$ cat src/core/smt_defs.svh
// Register offsets, field positions and reset values of the measurement timer.
`ifndef SMT_DEFS_SVH
`define SMT_DEFS_SVH
`define SMT_ADDR_W         4
`define SMT_OFF_CON0       4'h0
`define SMT_OFF_CON1       4'h1
`define SMT_OFF_STAT       4'h2
`define SMT_OFF_TMR        4'h3
`define SMT_OFF_CPW        4'h4
`define SMT_OFF_CPR        4'h5
`define SMT_OFF_PR         4'h6
`define SMT_OFF_IRQ_STAT   4'h7
`define SMT_OFF_IRQ_MASK   4'h8
`define SMT_CON0_PS_LO     0
`define SMT_CON0_PS_HI     1
`define SMT_CON0_CPOL      2
`define SMT_CON0_SPOL      3
`define SMT_CON0_WPOL      4
`define SMT_CON0_HALT      5
`define SMT_CON1_GO        7
`define SMT_CON1_MODE_LO   0
`define SMT_CON1_MODE_HI   3
`define SMT_STAT_PRUP      0
`define SMT_STAT_PWUP      1
`define SMT_STAT_RST       2
`define SMT_STAT_SIG       5
`define SMT_STAT_WIN       6
`define SMT_STAT_TS        7
`define SMT_IRQ_PM         0
`define SMT_IRQ_PW         1
`define SMT_IRQ_PR         2
`define SMT_CNT_RST        24'h00_0000
`define SMT_PR_RST         24'hFF_FFFF
`endif

$ cat src/core/smt_pkg.sv
// Types shared by the measurement timer core.
package smt_pkg;
    typedef logic [23:0] smt_cnt_t;
    typedef enum logic [3:0] {
        SMT_MODE_TIMER, SMT_MODE_GATED, SMT_MODE_PW, SMT_MODE_PERIOD,
        SMT_MODE_DUTY, SMT_MODE_HILO, SMT_MODE_WINMEAS, SMT_MODE_GATEDWIN,
        SMT_MODE_TOF, SMT_MODE_CAPTURE, SMT_MODE_COUNTER, SMT_MODE_GATEDCNT,
        SMT_MODE_WINCNT, SMT_MODE_RSV13, SMT_MODE_RSV14, SMT_MODE_RSV15
    } smt_mode_e;
endpackage

$ cat src/core/smt_core.sv
// Measurement timer core: counter, latches, halt, polarity and status with a register port.
`timescale 1ns/10ps
`default_nettype none
`include "smt_defs.svh"
// Behaviour
// - The 24-bit measurement counter is forced to zero when the counter clear request is set, unless a counter write lands in the same cycle.
// - The pulse width latch captures the counter on its mode-dependent trigger.
// - Setting the pulse width snapshot request copies the counter into the pulse width latch.
// - The period latch captures the counter on its own, distinct mode-dependent trigger.
// - Setting the period snapshot request copies the counter into the period latch.
// - With rollover halt set the counter does not roll over to zero on a period match.
// - With halt set the period match interrupt persists until clear request or stop-and-rewrite.
// - Window, signal and clock inputs each have a polarity bit in control register zero.
// - Input status flags show the inputs after polarity correction.
// - The window level flag is driven only in windowed, gated counter and gated window modes.
// - The signal level flag is driven except in window measure, time of flight and capture.
// - In every mode a counter equal to the period limit raises period match and, with halt clear, rolls to zero.
// - Counter and input synchronisers advance on the prescaled selected clock.
module smt_core #(
    parameter int CNT_W = 24
) (
    input  wire logic                     mclk,
    input  wire logic                     reset_n,
    input  wire logic [`SMT_ADDR_W-1:0]   reg_addr,
    input  wire logic [31:0]              reg_wdata,
    input  wire logic                     reg_wr,
    input  wire logic                     reg_rd,
    output logic      [31:0]              reg_rdata,
    input  wire logic                     clk_src,
    input  wire logic                     win_in,
    input  wire logic                     sig_in,
    input  wire logic                     pw_trig,
    input  wire logic                     pr_trig,
    output logic                          irq
);
    import smt_pkg::*;

    initial begin
        if (CNT_W != 24) begin
            $error("smt_core serves only a 24-bit counter");
        end
    end

    typedef struct packed {
        logic [7:0]  con0;
        logic [7:0]  con1;
        logic [2:0]  req;
        smt_cnt_t    cnt;
        smt_cnt_t    cpw;
        smt_cnt_t    cpr;
        smt_cnt_t    pr;
        logic [2:0]  ist;
        logic [2:0]  imsk;
        logic [2:0]  pre;
        logic        clk_s1;
        logic        clk_s2;
        logic        clk_prev;
        logic        win_s1;
        logic        win_s2;
        logic        sig_s1;
        logic        sig_s2;
        logic        win_flag;
        logic        sig_flag;
        logic        ts;
        logic        hold_pm;
        logic [31:0] rdata;
    } smt_state_s;

    smt_state_s s_q;
    smt_state_s s_d;

    function automatic logic win_mode(input smt_mode_e m);
        return m == SMT_MODE_WINMEAS || m == SMT_MODE_GATEDCNT || m == SMT_MODE_GATEDWIN
            || m == SMT_MODE_WINCNT;
    endfunction

    function automatic logic sig_mode(input smt_mode_e m);
        return !(m == SMT_MODE_WINMEAS || m == SMT_MODE_TOF || m == SMT_MODE_CAPTURE);
    endfunction

    logic       clk_edge;
    logic       tick;
    logic       go;
    logic       halt;
    logic       match;
    logic [2:0] ps_mask;
    smt_mode_e  mode;

    always_comb begin
        go       = s_q.con1[`SMT_CON1_GO];
        halt     = s_q.con0[`SMT_CON0_HALT];
        mode     = smt_mode_e'(s_q.con1[`SMT_CON1_MODE_HI:`SMT_CON1_MODE_LO]);
        // Polarity picks the rising or falling edge of the clock source.
        clk_edge = (s_q.clk_s2 ^ s_q.con0[`SMT_CON0_CPOL])
                 & ~(s_q.clk_prev ^ s_q.con0[`SMT_CON0_CPOL]);
        // Prescale 1, 2, 4 or 8 of the clock edges.
        unique case (s_q.con0[`SMT_CON0_PS_HI:`SMT_CON0_PS_LO])
            2'd0: ps_mask = 3'h0;
            2'd1: ps_mask = 3'h1;
            2'd2: ps_mask = 3'h3;
            2'd3: ps_mask = 3'h7;
        endcase
        tick  = clk_edge && ((s_q.pre & ps_mask) == ps_mask);
        match = s_q.cnt == s_q.pr;
    end

    always_comb begin
        s_d          = s_q;
        s_d.rdata    = 32'h0000_0000;
        s_d.clk_s1   = clk_src;
        s_d.clk_s2   = s_q.clk_s1;
        s_d.clk_prev = s_q.clk_s2;
        if (clk_edge) begin
            s_d.pre = s_q.pre + 3'h1;
        end
        // Input synchronisers move on the prescaled clock, hence the lag in every mode.
        if (tick) begin
            s_d.win_s1 = win_in ^ s_q.con0[`SMT_CON0_WPOL];
            s_d.win_s2 = s_q.win_s1;
            s_d.sig_s1 = sig_in ^ s_q.con0[`SMT_CON0_SPOL];
            s_d.sig_s2 = s_q.sig_s1;
        end
        s_d.ts       = go;
        s_d.win_flag = win_mode(mode) ? s_q.win_s2 : 1'b0;
        s_d.sig_flag = sig_mode(mode) ? s_q.sig_s2 : 1'b0;
        // Counter advance, with rollover or halt at the period limit.
        if (tick && go) begin
            if (match) begin
                s_d.ist[`SMT_IRQ_PM] = 1'b1;
                if (halt) begin
                    s_d.hold_pm = 1'b1;
                end else begin
                    s_d.cnt = `SMT_CNT_RST;
                end
            end else begin
                s_d.cnt = s_q.cnt + 24'h00_0001;
            end
        end
        if (pw_trig) begin
            s_d.cpw = s_q.cnt;
        end
        if (pr_trig) begin
            s_d.cpr = s_q.cnt;
        end
        // Requests act one cycle after being written, then drop.
        if (s_q.req[`SMT_STAT_RST]) begin
            s_d.cnt     = `SMT_CNT_RST;
            s_d.hold_pm = 1'b0;
        end
        if (s_q.req[`SMT_STAT_PWUP]) begin
            s_d.cpw = s_q.cnt;
        end
        if (s_q.req[`SMT_STAT_PRUP]) begin
            s_d.cpr = s_q.cnt;
        end
        s_d.req = 3'h0;
        if (reg_wr) begin
            unique case (reg_addr)
                `SMT_OFF_CON0: s_d.con0 = reg_wdata[7:0];
                `SMT_OFF_CON1: s_d.con1 = reg_wdata[7:0];
                `SMT_OFF_STAT: s_d.req  = reg_wdata[2:0];
                `SMT_OFF_TMR: begin
                    // Counter writes override counting and a clear request in the same cycle.
                    s_d.cnt = reg_wdata[23:0];
                    if (!go) begin
                        s_d.hold_pm = 1'b0;
                    end
                end
                `SMT_OFF_PR:       s_d.pr   = reg_wdata[23:0];
                `SMT_OFF_IRQ_STAT: s_d.ist  = s_d.ist & ~(reg_wdata[2:0] & ~(s_d.ist & ~s_q.ist));
                `SMT_OFF_IRQ_MASK: s_d.imsk = reg_wdata[2:0];
                default: ;
            endcase
        end
        // A held match keeps its flag raised even against a write-one clear, so it follows it.
        if (s_q.hold_pm) begin
            s_d.ist[`SMT_IRQ_PM] = 1'b1;
        end
        // Latch captures count as events.
        if (pw_trig || s_q.req[`SMT_STAT_PWUP]) begin
            s_d.ist[`SMT_IRQ_PW] = 1'b1;
        end
        if (pr_trig || s_q.req[`SMT_STAT_PRUP]) begin
            s_d.ist[`SMT_IRQ_PR] = 1'b1;
        end
        if (reg_rd) begin
            unique case (reg_addr)
                `SMT_OFF_CON0:     s_d.rdata = {24'h00_0000, s_q.con0};
                `SMT_OFF_CON1:     s_d.rdata = {24'h00_0000, s_q.con1};
                `SMT_OFF_STAT:     s_d.rdata = {24'h00_0000, s_q.ts, s_q.win_flag,
                                                s_q.sig_flag, 2'b00, s_q.req};
                `SMT_OFF_TMR:      s_d.rdata = {8'h00, s_q.cnt};
                `SMT_OFF_CPW:      s_d.rdata = {8'h00, s_q.cpw};
                `SMT_OFF_CPR:      s_d.rdata = {8'h00, s_q.cpr};
                `SMT_OFF_PR:       s_d.rdata = {8'h00, s_q.pr};
                `SMT_OFF_IRQ_STAT: s_d.rdata = {29'h0000_0000, s_q.ist};
                `SMT_OFF_IRQ_MASK: s_d.rdata = {29'h0000_0000, s_q.imsk};
                default:           s_d.rdata = 32'h0000_0000;
            endcase
        end
    end

    always_ff @(posedge mclk) begin
        if (!reset_n) begin
            s_q      <= '0;
            s_q.pr   <= `SMT_PR_RST;
        end else begin
            s_q <= s_d;
        end
    end

    assign reg_rdata = s_q.rdata;
    assign irq       = |(s_q.ist & s_q.imsk);
endmodule // smt_core
`default_nettype wire

$ cat config.mk
export PLATFORM = sky130hd
export DESIGN_NAME = smt_core
export DESIGN_NICKNAME = d
export VERILOG_FILES = /design/src/core/smt_pkg.sv /design/src/core/smt_core.sv
export VERILOG_INCLUDE_DIRS = /design/src /design/src/core
export SDC_FILE = /design/constraint.sdc
export NUM_CORES = 1
export LEC_CHECK = 0
export BUFFER_PORTS_ARGS = -buffer_cell sky130_fd_sc_hd__buf_2
export CORE_AREA = 2 2 133 122
export CTS_CLUSTER_DIAMETER = 40
export CTS_CLUSTER_SIZE = 10
export DETAILED_ROUTE_END_ITERATION = 8
export DIE_AREA = 0 0 135 124
export PLACE_DENSITY_LB_ADDON = 0.12
export RECOVER_POWER = 100
export SLEW_MARGIN = 20
export SYNTH_ARGS = -nofsm -noshare
export SYNTH_HDL_FRONTEND = slang
export SYNTH_SLANG_ARGS = --single-unit
$ cat constraint.sdc
create_clock -name mclk -period 2.6 [get_ports mclk]
set_input_delay 0.26 -clock mclk [delete_from_list [all_inputs] [get_ports mclk]]
set_output_delay 0.26 -clock mclk [all_outputs]
set_load 0.02 [all_outputs]
**Word level (Yosys, flattened, before mapping)**

Cells that the tools add are included.

- Register bits: 167
- Bits in latches: 0
- Bits in writable memories: 0
- Bits in read-only memories: 0
- Output and inout port bits: 33
- Logic and storage cells: 115
- Memories kept: 0

- $add $sub $neg: 2
- $mul: 0
- Divide/modulo/power cells: 0
- $lt $le $gt $ge: 0
- Equality and inequality tests: 19
- Shift-type cells: 0
- Mux-type cells: 27
- Bitwise logic cells: 15
- Reductions and logical operators: 28

Operators by type and width:

| cell | count |
|---|---|
| $mux 24 | 10 |
| $pmux 24 s9 | 1 |
| $add 24x1->24 const B | 1 |
| $eq 24x24->1 | 1 |
| $eq 4x3->1 const B | 6 |
| $eq 4x4->1 const B | 5 |
| $reduce_and 2->1 | 8 |
| $and 3x3->3 | 5 |
| $mux 1 | 12 |
| $pmux 3 s4 | 1 |
| $reduce_bool 2->1 | 6 |
| $not 3->3 | 3 |
| $eq 4x2->1 const B | 2 |
| $logic_or 1x1->1 | 7 |
| $mux 3 | 2 |
| $mux 6 | 1 |
| $eq 2x2->1 const B | 2 |
| $eq 4x1->1 const B | 1 |
| $logic_not 4->1 | 1 |
| $xor 1x1->1 | 4 |
| $add 3x1->3 const B | 1 |
| $eq 3x3->1 | 1 |
| $reduce_and 3->1 | 1 |
| $reduce_or 3->1 | 1 |
| 6 further kinds | 8 |

**Longest topological paths before layout**

- Word-level depth: 15
- Depth in mapped cells: 9
- Depth with buffers taken out: 7

**Worst setup path before layout**

No wires, ideal clock.

- Path kind: register to register
- Start point: register s_q[161] (netlist bit)
- End point: register s_q[133] (netlist bit)
- Library setup time: 0.136 ns
- Arrival time: 1.923 ns
- Path slack: 0.541 ns
- Stages on the path, launching flop included: 8
- Period minus slack after synthesis: 2.059 ns
- Cells stage by stage: dfxtp_1 > or3b_4 > a22o_4 > nor3_4 > nand2_1 > o21ai_2 > buf_4 > o221ai_1

- Longest elaborated chain between the ends: 9
- Elaborated cells on any way between the ends: 10

RTL lines:

| element | line | text |
|---|---|---|
| start, declared | smt_core.sv:69 | `smt_state_s s_q;` |
| $xor 1x1->1 | smt_core.sv:95 | `` & ~(s_q.clk_prev ^ s_q.con0[`SMT_CON0_CPOL]); `` |
| $not 1->1 | smt_core.sv:95 |  |
| $and 1x1->1 (*) | smt_core.sv:94 | `` clk_edge = (s_q.clk_s2 ^ s_q.con0[`SMT_CON0_CPOL]) `` |
| $logic_and 1x1->1 (*) | smt_core.sv:103 | `tick = clk_edge && ((s_q.pre & ps_mask) == ps_mask);` |
| $logic_and 1x1->1 (*) | smt_core.sv:127 | `if (tick && go) begin` |
| $mux 24 (*) | smt_core.sv:127 |  |
| $mux 24 (*) | smt_core.sv:146 | `` if (s_q.req[`SMT_STAT_RST]) begin `` |
| $mux 24 | smt_core.sv:158 | `unique case (reg_addr)` |
| $mux 24 (*) | smt_core.sv:157 | `if (reg_wr) begin` |

Mark *: on every way between the ends. The rest lies on a longest branch, timed or not.
A chain may end at the register's enable or synchronous reset.

**Worst setup path in the final report**

- Start point: register s_q[161] (netlist bit)
- End point: register s_q[127] (netlist bit)

The elaborated chain is that of the path after synthesis.

==> metrics.cfg <==
[die]
core-area_um2 = 15300
die_area_um2 = 16700
start_util = 0.495
die_w_um = 135
rows = 43
io-pin-count = 78
die_h_um = 124

[layout]
multiInputGateArea_um2 = 3820
final_nets = 984
diodes = 0
syn2layout_area_growth_pct = 11.8
n_fill_cell = 1451
final_cells = 1151
regArea_um2 = 3180
layout-drive-gt1-share = 0.128

[routing]
drtPass1Iterations = 5
wl_per_cell_um = 18.9
viasPerCell = 5.86
vias = 6740
dr.first_iter.drc_count = 558
wl_um = 21800
drc_errors = 0
ant_nets = 0

[place]
gp_congestion = 0.884
dp_cells = 1120
dp_hpwl_um = 14700
preCtsSetupSlack_ns = 0.289
port_buffers = 61

[timing]
fin_crit_ns = 2.41
rsz0062_at_grt = no
maxSlewViolCount = 50
setup_viol = 0
hold_viol_final = 0
setup_ws_ns = 0.188
worst_pin_slew_ns = 1.72
max_freq_mhz = 415
slew-limit-headroom = -0.146
period_share = 0.928
finalSetupTns_ns = 0
skew_ns = 0.00693

[clock_network]
cts_buffer_depth = 2
cts.sinks = 159
cts_tree = built
postCtsHoldBufs = 0
clk_pin_slew_ns = 0.06
clk-insertion-delay-late_ns = 0.43
cts-resized-gates = 0
h-tree-depth = 4
root_buffer = clkbuf_16
cts_buffers = 17
cts_setup_buffers = 0

[yosys]
yosys-top-cells-area = dfxtp_1 (42%), nand2_1 (10%), a21boi_0 (6.5%)
synth_edf_count = 0
yosysSeqAreaShare = 0.421
synth.cell_area_um2 = 7570
netlist_top_cells_count = nand2_1 (207), dfxtp_1 (159), a21boi_0 (66)
synthFlopType = dfxtp_1
syn_area_per_cell_um2 = 8.29
netlist-cell-type-count = 70
ys_seq_elements = 159
synth_most_common_cell = nand2_1
synthDominantCellAreaShare = 0.421
syn_inst = 913
async_reset_ff_frac = 0
yosysWarnings = 0
synth_top_area_cell = dfxtp_1

[grt]
antenna_found_initial = 0
grt_pass1_vias = 6402
grtUsageTotal = 0.267
grt_pass1_wl_um = 34300
grt_max_degree = 62
grt_use_met1 = 0.373
grt.busiest_layer = met2
overflow = 0
gr-usage-met2 = 0.420
grtUsageMet3 = 0.0488

[critical_path]
cp.required_ns = 2.95
startpoint_type = flop
crit_path_end_kind = flop
timing_worst_setup_path_type = flop to flop
path_max_fanout = 17
critPathArrivalTime_ns = 2.76

[job]
cap_viol_max_count = 1

[power_and_ir_drop]
cellPowerDensity_nw_per_um2 = 635
ir_drop_uv = 482
leakage_uw = 0.00291

[status]
status = complete, but fails checks
failed_checks = max-capacitance violations, max-slew violations

[worst_hold_path]
hold_path_class = primary input to flop

[routing by layer]
layer / share of wire / vias to the layer above / wire (um)
met3: 0.063 / 33 / 1380
met1: 0.47 / 3242 / 10200
met5: 0 / - / 0
met2: 0.45 / 238 / 9810
li1: - / 3227 / -
met4: 0.016 / 0 / 349
[worst max-delay path, stage by stage, from the launching register on]
cell	delay, ns
dfxtp_1	0.34
or3b_1	0.43
a22o_4	0.30
nor3_4	0.35
o21ai_4	0.10
clkbuf_2	0.26
or4_1	0.45
o211ai_1	0.09
[logic make-up (layout without fill, tap and decap cells)]
kind of cell,Yosys count,in the layout,share of synthesized area
AOI/OAI and AO/OA,234,234,0.232
xor gates and xnor gates,28,28,0.0324
adders and majority gates,2,2,0.00331
buffers and inverters,119,148,0.0789
DFF,159,159,0.421
muxes,11,11,0.0152
other,1,8,0.000496
and+or+nand+nor,359,359,0.217
[per-stage QoR]
| stage | instance area (um^2) | utilization | hold WS [ns] | total power (uW) |
|---|---|---|---|---|
| after floorplan | 7590 | - | 0.376 | 2840 |
| after global placement | 7980 | 0.522 | 0.425 | 2990 |
| after detailed placement | 7980 | 0.522 | 0.437 | 3000 |
| after CTS | 8550 | 0.559 | 0.0290 | 5390 |
| after global routing | 8460 | 0.554 | 0.0393 | 5550 |
| final | 8460 | 0.554 | 0.0327 | 5380 |
[final timing paths]
kind | to | slack [ns] | start | depth (start not counted)
worst min register to register | s_d[40] | 0.46 | s_d[41] | 1
worst max register to register | s_q[127] | 0.19 | s_q[161] | 7
worst max-delay path | s_q[127] | 0.19 | s_q[161] | 7
worst min-delay path | s_d[41] | 0.03 | clk_src | 2
[cell usage in the layout, fill, tap and decap left out, types with 6 or more instances in the layout]
cell type and instances:
nor2b_1 11, nor4_1 7, xor2_1 26, and2_1 8, o21ai_0 21, nor2_1 21, o41a_1 6, dfxtp_1 159
buf_4 36, buf_2 34, nand4_1 6, a21boi_0 66, nand2_1 207, o211ai_1 7, a222oi_1 10, a31oi_1 8
a32oi_1 8, conb_1 8, clkbuf_1 36, inv_1 9, a22oi_1 43, a21oi_1 26, clkbuf_16 17, nand3_1 55
or3_1 6, mux2i_1 7
[area by class of cell]
class,count,area share
Multi-Input combinational cell,642,0.452
Sequential cell,159,0.376
Timing Repair Buffer,108,0.0716
Inverter,9,0.00399
Clock buffer,22,0.0537
Clock inverter,9,0.0132
Tap cell,202,0.0299
[power by group]
part	leakage [uW]	internal, uW	total (uW)	switching [uW]
sequential	0.00129	2490	2540	46.6
clock	0.000259	1430	2430	998
combinational	0.00137	143	409	266
total	0.00291	4070	5380	1310
[sequential cells by signal (all words and copies together) (netlist names)]
signal,flops
s_q,127
reg_rdata,24
mode,4
s_d,2
go,1
halt,1
No activity file was read; power rests on OpenSTA's default activity.
